File: config.mk
export PLATFORM = sky130hd
export DESIGN_NAME = core_interrupt_control_regs
export DESIGN_NICKNAME = d
export VERILOG_FILES = /design/src/core_interrupt_control_regs.v
export VERILOG_INCLUDE_DIRS = /design/src
export SDC_FILE = /design/constraint.sdc
export NUM_CORES = 1
export LEC_CHECK = 0
export CORE_ASPECT_RATIO = 0.6
export CORE_MARGIN = 4
export CORE_UTILIZATION = 40
export DETAILED_ROUTE_END_ITERATION = 16
export DONT_BUFFER_PORTS = 1
export GPL_TIMING_DRIVEN = 0
export PLACE_DENSITY_LB_ADDON = 0.05
export SYNTH_ARGS = -nofsm -noshare
export SYNTH_HDL_FRONTEND = slang
export SYNTH_SLANG_ARGS = --single-unit
File: constraint.sdc
create_clock -name clk -period 2.7 [get_ports clk]
set_input_delay 0.54 -clock clk [delete_from_list [all_inputs] [get_ports clk]]
set_output_delay 0.54 -clock clk [all_outputs]
set_load 0.01 [all_outputs]
File: src/core_int_map.vh
`ifndef CORE_INT_MAP_VH
`define CORE_INT_MAP_VH
// ----------------------------------------
// register byte addresses
// ----------------------------------------
`define MAP_MAIN_CTRL 4'h0
`define MAP_EDGE_CTRL 4'h4
`define MAP_EXT_CTRL 4'h8
`define MAP_PRIO_MODE 4'hc
// ----------------------------------------
// reset values
// ----------------------------------------
`define RST_MAIN_CTRL 8'h00
`define RST_EDGE_CTRL 8'hf5
`define RST_EXT_CTRL 8'hc0
// ----------------------------------------
// readable bit masks
// ----------------------------------------
`define MASK_EDGE_CTRL 8'hf5
`define MASK_EXT_CTRL 8'hdb
// ----------------------------------------
// main control fields
// ----------------------------------------
`define B_GLOBAL_HI 7
`define B_PERIPH_LO 6
`define B_TIMER_ZERO_EN 5
`define B_EXT0_EN 4
`define B_PORT_EN 3
`define B_TIMER_ZERO_FLAG 2
`define B_EXT0_FLAG 1
`define B_PORT_FLAG 0
// ----------------------------------------
// edge/pull-up/priority fields
// ----------------------------------------
`define B_PULLUP_OFF 7
`define B_EDGE0 6
`define B_EDGE1 5
`define B_EDGE2 4
`define B_TIMER_ZERO_PRIO 2
`define B_PORT_PRIO 0
// ----------------------------------------
// external pin fields
// ----------------------------------------
`define B_EXT2_PRIO 7
`define B_EXT1_PRIO 6
`define B_EXT2_EN 4
`define B_EXT1_EN 3
`define B_EXT2_FLAG 1
`define B_EXT1_FLAG 0
// ----------------------------------------
// vectors and responses
// ----------------------------------------
`define VEC_HIGH 24'h000008
`define VEC_LOW 24'h000018
`define RESP_OKAY 2'h0
`define RESP_SLVERR 2'h2
`endif

File: src/core_interrupt_control_regs.v
// Design decisions made here: the AXI4-Lite register port and the register offsets.
`timescale 1ns/1ps
`include "core_int_map.vh"
module core_interrupt_control_regs (
	input wire clk,
	input wire rst,
	input wire [3:0] s_axi_awaddr,
	input wire s_axi_awvalid,
	output reg s_axi_awready,
	input wire [31:0] s_axi_wdata,
	input wire [3:0] s_axi_wstrb,
	input wire s_axi_wvalid,
	output reg s_axi_wready,
	output reg [1:0] s_axi_bresp,
	output reg s_axi_bvalid,
	input wire s_axi_bready,
	input wire [3:0] s_axi_araddr,
	input wire s_axi_arvalid,
	output reg s_axi_arready,
	output reg [31:0] s_axi_rdata,
	output reg [1:0] s_axi_rresp,
	output reg s_axi_rvalid,
	input wire s_axi_rready,
	input wire timerZeroOverflow,
	input wire extPinZero,
	input wire extPinOne,
	input wire extPinTwo,
	input wire [3:0] upperPortNibble,
	input wire changeDetectPortRead,
	input wire [7:0] portLatch,
	input wire intAck,
	input wire returnFromInterruptInstr,
	output reg intRequest,
	output reg [23:0] intVector,
	output reg highActive,
	output reg lowActive,
	output reg [7:0] pullupEnable
);
	// ----------------------------------------
	// register state
	// ----------------------------------------
	reg [7:0] mainCtrl;
	reg [7:0] edgeCtrl;
	reg [7:0] extCtrl;
	reg priorityModeEnable;
	reg [3:0] portSeen;
	reg [2:0] pinSync1;
	reg [2:0] pinSync2;
	reg [2:0] pinPrev;
	reg [3:0] portSync1;
	reg [3:0] portSync2;
	reg [3:0] pendAddr;
	reg [31:0] pendData;
	reg [3:0] pendStrb;
	reg haveAddr;
	reg haveData;
	// ----------------------------------------
	// pin synchronisers and edge detect
	// ----------------------------------------
	always @(posedge clk or posedge rst) begin
		if (rst) begin
			pinSync1 <= 3'h0;
			pinSync2 <= 3'h0;
			pinPrev <= 3'h0;
		end else begin
			pinSync1 <= {extPinTwo, extPinOne, extPinZero};
			pinSync2 <= pinSync1;
			pinPrev <= pinSync2;
		end
	end
	// ----------------------------------------
	// port synchroniser
	// ----------------------------------------
	// two flops: the port pins are asynchronous
	always @(posedge clk or posedge rst) begin
		if (rst) begin
			portSync1 <= 4'h0;
			portSync2 <= 4'h0;
		end else begin
			portSync1 <= upperPortNibble;
			portSync2 <= portSync1;
		end
	end
	// ----------------------------------------
	// edge select
	// ----------------------------------------
	// pins idle low: one held high through reset reads as a rising edge
	wire [2:0] edgeSel = {edgeCtrl[`B_EDGE2], edgeCtrl[`B_EDGE1], edgeCtrl[`B_EDGE0]};
	wire [2:0] pinEdge;
	genvar gi;
	generate
		for (gi = 0; gi < 3; gi = gi + 1) begin : g_edge
			// rising when 1, falling when 0
			assign pinEdge[gi] = edgeSel[gi] ? (pinSync2[gi] & ~pinPrev[gi])
				: (~pinSync2[gi] & pinPrev[gi]);
		end
	endgenerate
	// ----------------------------------------
	// port change detect
	// ----------------------------------------
	// last-read value resets to zero: a nonzero port after reset raises the flag
	// mismatch against last-read value
	wire portMismatch = (portSync2 != portSeen);
	// ----------------------------------------
	// bus write handshake
	// ----------------------------------------
	wire awTake = s_axi_awvalid & s_axi_awready;
	wire wTake = s_axi_wvalid & s_axi_wready;
	wire [3:0] wrAddr = awTake ? s_axi_awaddr : pendAddr;
	wire [31:0] wrData = wTake ? s_axi_wdata : pendData;
	wire [3:0] wrStrb = wTake ? s_axi_wstrb : pendStrb;
	wire doWrite = (haveAddr | awTake) & (haveData | wTake) & ~s_axi_bvalid;
	// ----------------------------------------
	// write decode
	// ----------------------------------------
	// only byte lane 0 carries a register
	wire wrLane = doWrite & wrStrb[0];
	wire wrMain = wrLane & (wrAddr == `MAP_MAIN_CTRL);
	wire wrEdge = wrLane & (wrAddr == `MAP_EDGE_CTRL);
	wire wrExt = wrLane & (wrAddr == `MAP_EXT_CTRL);
	wire wrMode = wrLane & (wrAddr == `MAP_PRIO_MODE);
	wire wrMapped = (wrAddr == `MAP_MAIN_CTRL) | (wrAddr == `MAP_EDGE_CTRL)
		| (wrAddr == `MAP_EXT_CTRL) | (wrAddr == `MAP_PRIO_MODE);
	// ----------------------------------------
	// write channel state
	// ----------------------------------------
	// one write at a time: readies stay low until the response is taken
	always @(posedge clk or posedge rst) begin
		if (rst) begin
			s_axi_awready <= 1'b0;
			s_axi_wready <= 1'b0;
			s_axi_bvalid <= 1'b0;
			s_axi_bresp <= `RESP_OKAY;
			haveAddr <= 1'b0;
			haveData <= 1'b0;
			pendAddr <= 4'h0;
			pendData <= 32'h0;
			pendStrb <= 4'h0;
		end else begin
			s_axi_awready <= ~haveAddr & ~awTake & ~s_axi_bvalid & ~doWrite;
			s_axi_wready <= ~haveData & ~wTake & ~s_axi_bvalid & ~doWrite;
			if (awTake) begin
				pendAddr <= s_axi_awaddr;
			end
			if (wTake) begin
				pendData <= s_axi_wdata;
				pendStrb <= s_axi_wstrb;
			end
			if (doWrite) begin
				haveAddr <= 1'b0;
				haveData <= 1'b0;
				s_axi_bvalid <= 1'b1;
				s_axi_bresp <= wrMapped ? `RESP_OKAY : `RESP_SLVERR;
			end else begin
				if (awTake) begin
					haveAddr <= 1'b1;
				end
				if (wTake) begin
					haveData <= 1'b1;
				end
				if (s_axi_bvalid & s_axi_bready) begin
					s_axi_bvalid <= 1'b0;
				end
			end
		end
	end
	// ----------------------------------------
	// interrupt decision
	// ----------------------------------------
	// ----------------------------------------
	// per-source flag, enable and priority
	// ----------------------------------------
	// timer overflow flag
	wire timerFlag = mainCtrl[`B_TIMER_ZERO_FLAG];
	wire pin0Flag = mainCtrl[`B_EXT0_FLAG];
	wire portFlag = mainCtrl[`B_PORT_FLAG];
	wire pin1Flag = extCtrl[`B_EXT1_FLAG];
	wire pin2Flag = extCtrl[`B_EXT2_FLAG];
	wire timerEn = mainCtrl[`B_TIMER_ZERO_EN];
	wire pin0En = mainCtrl[`B_EXT0_EN];
	wire portEn = mainCtrl[`B_PORT_EN];
	wire pin1En = extCtrl[`B_EXT1_EN];
	wire pin2En = extCtrl[`B_EXT2_EN];
	wire timerPrio = edgeCtrl[`B_TIMER_ZERO_PRIO];
	// pin 0 has no priority bit: always high
	wire pin0Prio = 1'b1;
	wire portPrio = edgeCtrl[`B_PORT_PRIO];
	wire pin1Prio = extCtrl[`B_EXT1_PRIO];
	wire pin2Prio = extCtrl[`B_EXT2_PRIO];
	// source order: pin 2, pin 1, port, pin 0, timer
	wire [4:0] srcFlag = {pin2Flag, pin1Flag, portFlag, pin0Flag, timerFlag};
	wire [4:0] srcEn = {pin2En, pin1En, portEn, pin0En, timerEn};
	wire [4:0] srcPrio = {pin2Prio, pin1Prio, portPrio, pin0Prio, timerPrio};
	// ----------------------------------------
	// level requests
	// ----------------------------------------
	wire [4:0] srcLive = srcFlag & srcEn;
	// per-source priority only in priority mode
	wire [4:0] isHigh = priorityModeEnable ? srcPrio : 5'h1f;
	// flag, enable and level gates all set
	wire hiReq = priorityModeEnable & mainCtrl[`B_GLOBAL_HI] & (|(srcLive & isHigh));
	// low waits while high routine runs
	wire loReq = priorityModeEnable & mainCtrl[`B_PERIPH_LO] & ~highActive
		& (|(srcLive & ~isHigh));
	// bit 7 master gate in compatible mode
	// all sources here are core ones, bit 6 not needed
	wire compReq = ~priorityModeEnable & mainCtrl[`B_GLOBAL_HI] & (|srcLive);
	wire anyHigh = (hiReq | compReq) & ~highActive;
	wire anyLow = loReq & ~lowActive;
	wire takeHigh = intAck & anyHigh;
	wire takeLow = intAck & ~anyHigh & anyLow;
	// ----------------------------------------
	// control registers
	// ----------------------------------------
	wire [2:0] pinFlagSet = pinEdge;
	always @(posedge clk or posedge rst) begin
		if (rst) begin
			mainCtrl <= `RST_MAIN_CTRL;
			edgeCtrl <= `RST_EDGE_CTRL;
			extCtrl <= `RST_EXT_CTRL;
			priorityModeEnable <= 1'b0;
			portSeen <= 4'h0;
			highActive <= 1'b0;
			lowActive <= 1'b0;
		end else begin
			if (wrMain) begin
				mainCtrl <= wrData[7:0];
			end
			if (wrEdge) begin
				edgeCtrl <= wrData[7:0] & `MASK_EDGE_CTRL;
			end
			if (wrExt) begin
				extCtrl <= wrData[7:0] & `MASK_EXT_CTRL;
			end
			if (wrMode) begin
				priorityModeEnable <= wrData[7];
			end
			if (changeDetectPortRead) begin
				portSeen <= portSync2;
			end
			// sets ignore enables; set beats clear
			if (timerZeroOverflow) begin
				mainCtrl[`B_TIMER_ZERO_FLAG] <= 1'b1;
			end
			if (pinFlagSet[0]) begin
				mainCtrl[`B_EXT0_FLAG] <= 1'b1;
			end
			if (portMismatch) begin
				mainCtrl[`B_PORT_FLAG] <= 1'b1;
			end
			if (pinFlagSet[1]) begin
				extCtrl[`B_EXT1_FLAG] <= 1'b1;
			end
			if (pinFlagSet[2]) begin
				extCtrl[`B_EXT2_FLAG] <= 1'b1;
			end
			// take and return beat a software write of bits 7 and 6
			// clear gating enable when taken
			if (takeHigh) begin
				mainCtrl[`B_GLOBAL_HI] <= 1'b0;
				highActive <= 1'b1;
			end else if (takeLow) begin
				mainCtrl[`B_PERIPH_LO] <= 1'b0;
				lowActive <= 1'b1;
			end else if (returnFromInterruptInstr) begin
				// return sets enable of routine left
				if (highActive) begin
					mainCtrl[`B_GLOBAL_HI] <= 1'b1;
					highActive <= 1'b0;
				end else if (lowActive) begin
					mainCtrl[`B_PERIPH_LO] <= 1'b1;
					lowActive <= 1'b0;
				end
			end
		end
	end
	// ----------------------------------------
	// core-facing outputs
	// ----------------------------------------
	always @(posedge clk or posedge rst) begin
		if (rst) begin
			intRequest <= 1'b0;
			intVector <= `VEC_HIGH;
			pullupEnable <= 8'h00;
		end else begin
			// drop in the take cycle so one request gets one ack
			intRequest <= (anyHigh | anyLow) & ~takeHigh & ~takeLow;
			intVector <= anyHigh ? `VEC_HIGH : (anyLow ? `VEC_LOW : `VEC_HIGH);
			// pull-ups off globally or by latch
			pullupEnable <= edgeCtrl[`B_PULLUP_OFF] ? 8'h00 : portLatch;
		end
	end
	// ----------------------------------------
	// bus read
	// ----------------------------------------
	// live address decode: arready only rises while rvalid is low
	reg [7:0] rdByte;
	reg rdHit;
	always @* begin
		rdByte = 8'h00;
		rdHit = 1'b1;
		case (s_axi_araddr)
			`MAP_MAIN_CTRL: rdByte = mainCtrl;
			`MAP_EDGE_CTRL: rdByte = edgeCtrl & `MASK_EDGE_CTRL;
			`MAP_EXT_CTRL: rdByte = extCtrl & `MASK_EXT_CTRL;
			`MAP_PRIO_MODE: rdByte = {priorityModeEnable, 7'h00};
			default: rdHit = 1'b0;
		endcase
	end
	always @(posedge clk or posedge rst) begin
		if (rst) begin
			s_axi_arready <= 1'b0;
			s_axi_rvalid <= 1'b0;
			s_axi_rdata <= 32'h0;
			s_axi_rresp <= `RESP_OKAY;
		end else begin
			s_axi_arready <= ~s_axi_rvalid & ~(s_axi_arvalid & s_axi_arready);
			if (s_axi_arvalid & s_axi_arready) begin
				s_axi_rvalid <= 1'b1;
				s_axi_rdata <= {24'h0, rdByte};
				s_axi_rresp <= rdHit ? `RESP_OKAY : `RESP_SLVERR;
			end else if (s_axi_rvalid & s_axi_rready) begin
				s_axi_rvalid <= 1'b0;
			end
		end
	end
endmodule

[Yosys cells after proc, flatten, opt, wreduce, memory -nomap -nowiden]
Index checks and enable logic that the tools add are counted.
Word-level totals
  register bits after elaboration: 90
  bits of input ports: 70
  output and inout port bits: 76
Operators by class
  eq/ne operators: 9
  muxes and demuxes: 43
  bitwise gates (word level): 70
  reductions and logical operators: 19
Operators with widths (number)
  bitwise AND 1 bit: 39
  case mux 8 bit (4 select lines): 1
  two-way mux 1 bit: 31
  two-way mux 8 bit: 3
  nonzero test 2 bit: 11
  NOT 1 bit: 20
  equality test 4 bit, second input constant: 4
  bitwise AND 5 bit: 3
  two-way mux 5 bit: 3
  OR reduction 5 bit: 3
  equality test 4 x 3 -> 1 bit, second input constant: 2
  zero test 4 bit: 2
  two-way mux 2 bit: 4
  OR 1 bit: 7
  NOT 5 bit: 1
  two-way mux 4 bit: 1
  != test 4 bit: 1
  OR reduction 4 bit: 1
  AND reduction 3 bit: 1
  != test 2 x 1 -> 1 bit, second input constant: 1
  != test 2 bit, second input constant: 1
  AND reduction 2 bit: 1

[Depth between registers and ports, before layout]
Gate-level depths: netlist of run 1.
  word-level depth: 12
  depth in mapped cells: 7

[Worst setup path after synthesis of run 1]
No wires, ideal clock.
  path type: in2reg
  from: input port s_axi_awvalid
  to: register extCtrl[3]
  library setup time: 0.125 ns
  data arrival time: 2.017 ns
  data required time: 2.575 ns
  path slack: 0.558 ns
  cell stages on the path: 6
  buffers on the path: 2
  cell sequence: a21oi_2 > or3_1 > buf_6 > or4_4 > buf_6 > mux2_4
On the way
  word-level cells in the longest chain between the ends: 6
Ends and longest elaborated chain
  start, declared: line core_interrupt_control_regs.v:8  | input wire s_axi_awvalid,
  bitwise AND 1 bit (*): line core_interrupt_control_regs.v:107  | wire awTake = s_axi_awvalid & s_axi_awready;
  OR 1 bit: line core_interrupt_control_regs.v:112  | wire doWrite = (haveAddr | awTake) & (haveData | wTake) & ~s_axi_bvalid;
  bitwise AND 1 bit (2 in a row): line core_interrupt_control_regs.v:112
  bitwise AND 1 bit: line core_interrupt_control_regs.v:117  | wire wrLane = doWrite & wrStrb[0];
  bitwise AND 1 bit (*): line core_interrupt_control_regs.v:120  | wire wrExt = wrLane & (wrAddr == `MAP_EXT_CTRL);
  end signal, assigned: line core_interrupt_control_regs.v:220  | extCtrl <= `RST_EXT_CTRL;
  end signal, assigned: line core_interrupt_control_regs.v:233  | extCtrl <= wrData[7:0] & `MASK_EXT_CTRL;
  end, declared: line core_interrupt_control_regs.v:44  | reg [7:0] extCtrl;
Every way passes the cells marked *; elsewhere a longest branch is shown, timed or not.
A chain may end at the register's enable or synchronous reset.

[Worst setup path in the final report of run 1]
  from: register s_axi_awready
  to: register edgeCtrl[6]
On the way
  word-level cells in the longest chain between the ends: 6
Ends and longest elaborated chain
  start, declared: line core_interrupt_control_regs.v:9  | output reg s_axi_awready,
  start signal, assigned: line core_interrupt_control_regs.v:140  | s_axi_awready <= ~haveAddr & ~awTake & ~s_axi_bvalid & ~doWrite;
  bitwise AND 1 bit (*): line core_interrupt_control_regs.v:107
  OR 1 bit: line core_interrupt_control_regs.v:112
  bitwise AND 1 bit (2 in a row): line core_interrupt_control_regs.v:112
  bitwise AND 1 bit: line core_interrupt_control_regs.v:117
  bitwise AND 1 bit (*): line core_interrupt_control_regs.v:119  | wire wrEdge = wrLane & (wrAddr == `MAP_EDGE_CTRL);
  end signal, assigned: line core_interrupt_control_regs.v:219  | edgeCtrl <= `RST_EDGE_CTRL;
  end signal, assigned: line core_interrupt_control_regs.v:230  | edgeCtrl <= wrData[7:0] & `MASK_EDGE_CTRL;
  end, declared: line core_interrupt_control_regs.v:43  | reg [7:0] edgeCtrl;
Marks and branches as above.

==> run_results.csv, run 1 <==
group,metric,value,unit
grt,antenna_found_initial,0,
yosys,ys_warn_count,0,
yosys,syn_inst,310,
detailed_routing,drc,0,
die,die_h,83.0,um
layout,drive_above_1_share,29.5,%
clocking,clock_latency,0.33,ns
grt,grt_pass1_wl,11.6,mm
die,fp.dieArea,11000,sq um
timing,min_period_over_period,81.7,%
place,routabilityCongestion,0.803,
pwr,vdd_ir_drop_max,0.000337,V
detailed_routing,final_antenna_net_count,0,
layout,fillCellCount,848,
pwr,power_density,876,nW/um^2
timing,finalHoldViolations,0,
layout,multi_input_area,1370,sq um
layout,regArea,2110,sq um
detailed_routing,dr.pass1.iters,4,
timing,fmax,454,MHz
worst_setup_path,critPathKind,"reg2reg",
layout,final_util,48.0,%
worst_setup_path,arrival,2.47,ns
place,io_buffers,0,
clocking,cts.sinks,84,
clocking,post_cts.repair.setup_buffers,0,
worst_setup_path,critical_path.max_stage_delay,0.46,ns
yosys,synth_edf_count,0,
grt,gr-usage-all-layers,13.5,%
layout,syn_to_final_growth,17.2,%
pwr,p_leak,2.12,nW
job,maxCapViolCount,0,
worst_setup_path,cp_num_buf_inv,0,
die,io_pins,146,
die,core,9160,sq um
layout,stdcell_area,4400,sq um
place,place_area,4120,sq um
worst_setup_path,crit_family,"simple AND/OR/NAND/NOR gates",
timing,slew_viol_final,0,
timing,worst_slew_pin_slew,0.591,ns
die,initial_core_util,41.0,%
worst_setup_path,endpoint_kind,"register",
status,outcome,"complete, no violations",
clocking,clk_pin_slew_worst_paths,0.06,ns
detailed_routing,routedWlPerCell,14.3,um
timing,rsz0062_at_grt,"false",
worst_setup_path,slowest_stage,"dfrtp_1",
worst_setup_path,critPathRequiredTime,2.96,ns
clocking,holdBufCountCts,0,
yosys,syn-cell-area,3750,sq um
grt,overflow,0,
timing,setup_slack,0.495,ns
yosys,synth-seq-cells,84,
yosys,synth_flop_cell,"dfrtp_1",
clocking,cts_buffers,9,
timing,setup_violations,0,
pwr,p_total,0.00385,W
clocking,root_buffer,"clkbuf_16",
grt,grt_pass1_vias,2097,
layout,antennaDiodeCount,0,
yosys,syn_avg_cell_area,12.1,sq um
worst_setup_path,crit_fanout,6,
clocking,post_cts_resized,0,
min_path,min_path_type,"in2async",
detailed_routing,routed_wirelength,7.21,mm
yosys,async_reset_ff_share,100,%
clocking,cts_buffer_depth,2,
yosys,synth_cell_types,47,
grt,grt_max_degree,46,
clocking,cts_tree,"yes",
timing,maxSlewHeadroom,60.6,%
die,die_width,133,um
timing,whs,0.121,ns
place,hpwl,5.50,mm
timing,skew,0.00432,ns
detailed_routing,drt_iter0_drc,93,
timing,min_period,2.20,ns
worst_setup_path,critPathLaunchType,"register",
layout,final_net_count,439,
die,row_count,27,
detailed_routing,vias_per_cell,4.42,
worst_setup_path,path_cells,"a211oi_1, o22ai_1, or2_1, nor3_4, mux2_2",
yosys,seq_area_frac_synth,56.3,%
clocking,h-tree-depth,3,
detailed_routing,num_vias,2221,
place,dp_slack,0.410,ns
==> layer usage <==
layer | vias to the layer above | part of all wire (%) | track usage [%]
met2 | 82 | 43 | 18.6
met1 | 1052 | 48 | 19.4
met3 | 6 | 8.2 | 5.75
met5 | - | 0 | 0
met4 | 0 | 0.71 | 3.68
li1 | 1081 | - | -
==> synth_stat cells, drive strengths merged, types with 4 or more instances <==
cell type,n,share of area [%]
o21ai,7,0.93
nor2,12,1.2
buf,52,11
mux2,28,8.8
xor2,4,0.93
a21oi,10,1.4
nor2b,10,1.7
o31ai,5,1.0
dfrtp,76,51
mux2i,16,4.3
inv,11,1.1
nand3,6,0.80
dfstp,8,5.6
nand2,25,2.6
==> cells by family after synthesis <==
family	count (synthesis)	share of synthesized area [%]
muxes	45	13.7
buffers and inverters	66	11.9
DFF	84	56.3
and+or+nand+nor	70	10.0
other	2	0.200
AOI/OAI and AO/OA	39	6.94
xor gates and xnor gates	4	0.934
==> power breakdown <==
group / switching [W] / internal, W / total (W)
clock: 0.000470 / 0.000664 / 0.00113
sequential: 0.000272 / 0.00160 / 0.00187
combinational: 0.000435 / 0.000412 / 0.000847
total: 0.00118 / 0.00267 / 0.00385
==> sequential cells by signal, summed over array words and instances (netlist names), 6 cells and up <==
name          count
pullupEnable      8
pendData          8
s_axi_rdata       8
mainCtrl          8
extCtrl           6
edgeCtrl          6
==> area by class of cell <==
cell class,instances,share of cell area [%]
Clock inverter,4,0.569
Inverter,11,0.996
Timing Repair Buffer,1,0.626
Multi-Input combinational cell,207,31.1
Buffer,55,9.22
Clock buffer,11,5.75
Sequential cell,84,48.0
Tap cell,130,3.70
==> through the flow <==
| stage | TNS [ns] | std cells |
|---|---|---|
| CTS | 0 | 503 |
| finish | 0 | 503 |
| detailed placement | 0 | 488 |
| global route | 0 | 503 |
| global placement | -79.74 | 487 |
| floorplan | 0 | 357 |
==> path summary, 6_finish.rpt <==
check	from	endpoint	slack, ns	cells past startpoint
max in group asynchronous	rst	extCtrl[6]	1.93	2
min in group clk	upperPortNibble[3]	portSync1[3]	0.23	0
min reg2reg	pinSync1[1]	pinSync2[1]	0.35	0
max	s_axi_awready	edgeCtrl[6]	0.50	5
min	rst	pinSync1[1]	0.12	1
max reg2reg	s_axi_awready	edgeCtrl[6]	0.50	5
==> cell usage in the layout (no fill, tap or decap), drive strengths merged, types with 6 or more instances in the layout <==
master,instances
nor2,12
dfstp,8
nor2b,10
nand2,25
mux2i,16
mux2,28
clkbuf,14
o21ai,7
a21oi,10
nand3,6
buf,53
conb,49
dfrtp,76
inv,11
(Power assumes the default switching activity.)
==> inputs of run 2 (changes only) <==
clock period = 2.2 ns   (was 2.7 ns; I/O delays follow)
==> run 2 against run 1 <==
Clock skew increased by 0.00058 ns. First-iteration DRC count increased by 15%. Largest power group unchanged. Critical endpoint is now extCtrl[4]. Maximum frequency is 3.7% higher. Highest routed layer unchanged.
==> run_results.csv, run 2 (same netlist as run 1, synthesis figures left out) <==
group,metric,value,unit
worst_setup_path,critPathKind,"reg2reg",
grt,grt.busiest_layer,"met2",
layout,antennaDiodeCount,0,
clocking,h-tree-depth,3,
clocking,clk_pin_slew_worst_paths,0.06,ns
grt,use_met1,19.8,%
clocking,cts.sinks,84,
clocking,cts_tree,"yes",
pwr,vdd_ir_drop_max,0.000432,V
job,maxCapViolCount,0,
detailed_routing,drc,0,
die,io_pins,146,
detailed_routing,final_antenna_net_count,0,
die,fp.dieArea,11000,sq um
clocking,cts_buffer_depth,2,
pwr,power_density,1120,nW/um^2
grt,grtUsageMet2,20.4,%
detailed_routing,dr.pass1.iters,4,
worst_setup_path,critPathLaunch,"s_axi_awready",
timing,min_period,2.13,ns
timing,setup_violations,0,
layout,final_common_cell,"dfrtp_1",
detailed_routing,routedWlPerCell,14.8,um
worst_setup_path,worstReg2RegEnd,"extCtrl[4]",
grt,grt_pass1_vias,2210,
timing,rsz0062_at_grt,"false",
die,die_width,133,um
detailed_routing,vias_per_cell,4.44,
detailed_routing,drt_iter0_drc,107,
timing,min_period_over_period,96.6,%
die,core,9160,sq um
layout,fillCellCount,833,
worst_setup_path,critPathLaunchType,"register",
grt,gr-usage-all-layers,14.3,%
grt,grt_pass1_wl,12.3,mm
worst_setup_path,arrival,2.34,ns
worst_setup_path,reg2reg_depth,6,
clocking,clock_latency,0.33,ns
timing,skew,0.00490,ns
clocking,root_buffer,"clkbuf_16",
timing,worst_slew_pin_slew,0.638,ns
place,hpwl,5.71,mm
layout,final_net_count,441,
timing,fin_setup_tns,0,ns
worst_setup_path,crit_fanout,8,
die,row_count,27,
grt,antenna_found_initial,0,
place,io_buffers,0,
worst_setup_path,r2r_start,"s_axi_awready",
timing,finalHoldViolations,0,
status,outcome,"complete, no violations",
layout,syn_to_final_growth,20.0,%
layout,layout_common_cells,"dfrtp_1 (74), buf_4 (49), conb_1 (49)",
worst_setup_path,reg2reg_setup_slack,0.07,ns
timing,fmax,470,MHz
grt,met3_usage,6.05,%
grt,grt_max_degree,36,
pwr,p_total,0.00504,W
timing,slew_viol_final,0,
clocking,cts_buffers,9,
grt,overflow,0,
worst_setup_path,endpoint_kind,"register",
detailed_routing,routed_wirelength,7.51,mm
clocking,holdBufCountCts,0,
worst_setup_path,critPathRequiredTime,2.42,ns
layout,drive_above_1_share,30.9,%
die,die_h,83.0,um
detailed_routing,num_vias,2245,
min_path,min_path_type,"in2async",
timing,maxSlewHeadroom,57.4,%
pwr,p_leak,2.15,nW
place,routabilityCongestion,0.801,
die,initial_core_util,41.0,%
run 2: changes by cell type in the layout (fill, tap and decap cells not counted), moves of 2 or more:
cell and change:
buf_12 +3, clkinv_2 -2, dfrtp_2 +2, bufinv_16 +2, dfrtp_1 -2
run 2: worst max-delay path, stage by stage, from the launching register on:
cell and delay (ns):
dfrtp_2 0.44, a21oi_2 0.10, or3_1 0.36, buf_6 0.15, or4_4 0.51, buf_6 0.16
mux2_4 0.29
run 2: metrics by stage:
stage	hold slack, ns	setup WS, ns	utilization, %	instance area (sq um)	std cells
after floorplan	0.331	0.122	-	3930	357
after global placement	0.333	-0.0171	44.7	4090	487
after detailed placement	0.335	-0.0876	45.2	4130	489
after CTS	0.0692	0.0234	49.1	4500	506
after global routing	0.0849	0.0186	49.2	4500	506
final	0.0594	0.0740	49.2	4500	506
run 2: worst max path at each step:
stage / slack, ns / depth (start not counted) / end
floorplan: 0.12 / 6 / extCtrl[3]
global placement: -0.02 / 5 / edgeCtrl[4]
detailed placement: -0.09 / 5 / edgeCtrl[6]
CTS: 0.02 / 6 / extCtrl[4]
global route: 0.02 / 6 / extCtrl[4]
finish: 0.07 / 6 / extCtrl[4]
run 2: power by group:
| part | internal [W] | switching (W) |
|---|---|---|
| combinational | 0.000517 | 0.000542 |
| sequential | 0.00197 | 0.000352 |
| clock | 0.00109 | 0.000576 |
run 2: cell type report:
type	instances	area, sq um	share of cell area [%]
buffer	55	405	9.00
inverter	11	45.0	1.00
clock inverter	3	67.6	1.50
timing repair buffer	3	60.1	1.33
clock buffer	13	270	6.00
tap	130	163	3.61
sequential	84	2110	47.0
multi-input combinational	207	1380	30.6
run 2: routing by layer:
metal / vias up / routed length, um / part of all wire (%)
met5: - / 0 / 0
met4: 0 / 92 / 1.2
met3: 10 / 640 / 8.5
met2: 77 / 3200 / 43
met1: 1084 / 3580 / 48
li1: 1074 / - / -
run 2: what timing repair did:
action / CTS / global route
endpoints found under the setup margin: 9 / 6
endpoints found under the hold margin: 0 / 0
pin swaps: 1 / 0
resized for setup: 2 / 2
buffers inserted: 1 / 0
gates cloned: 0 / 0
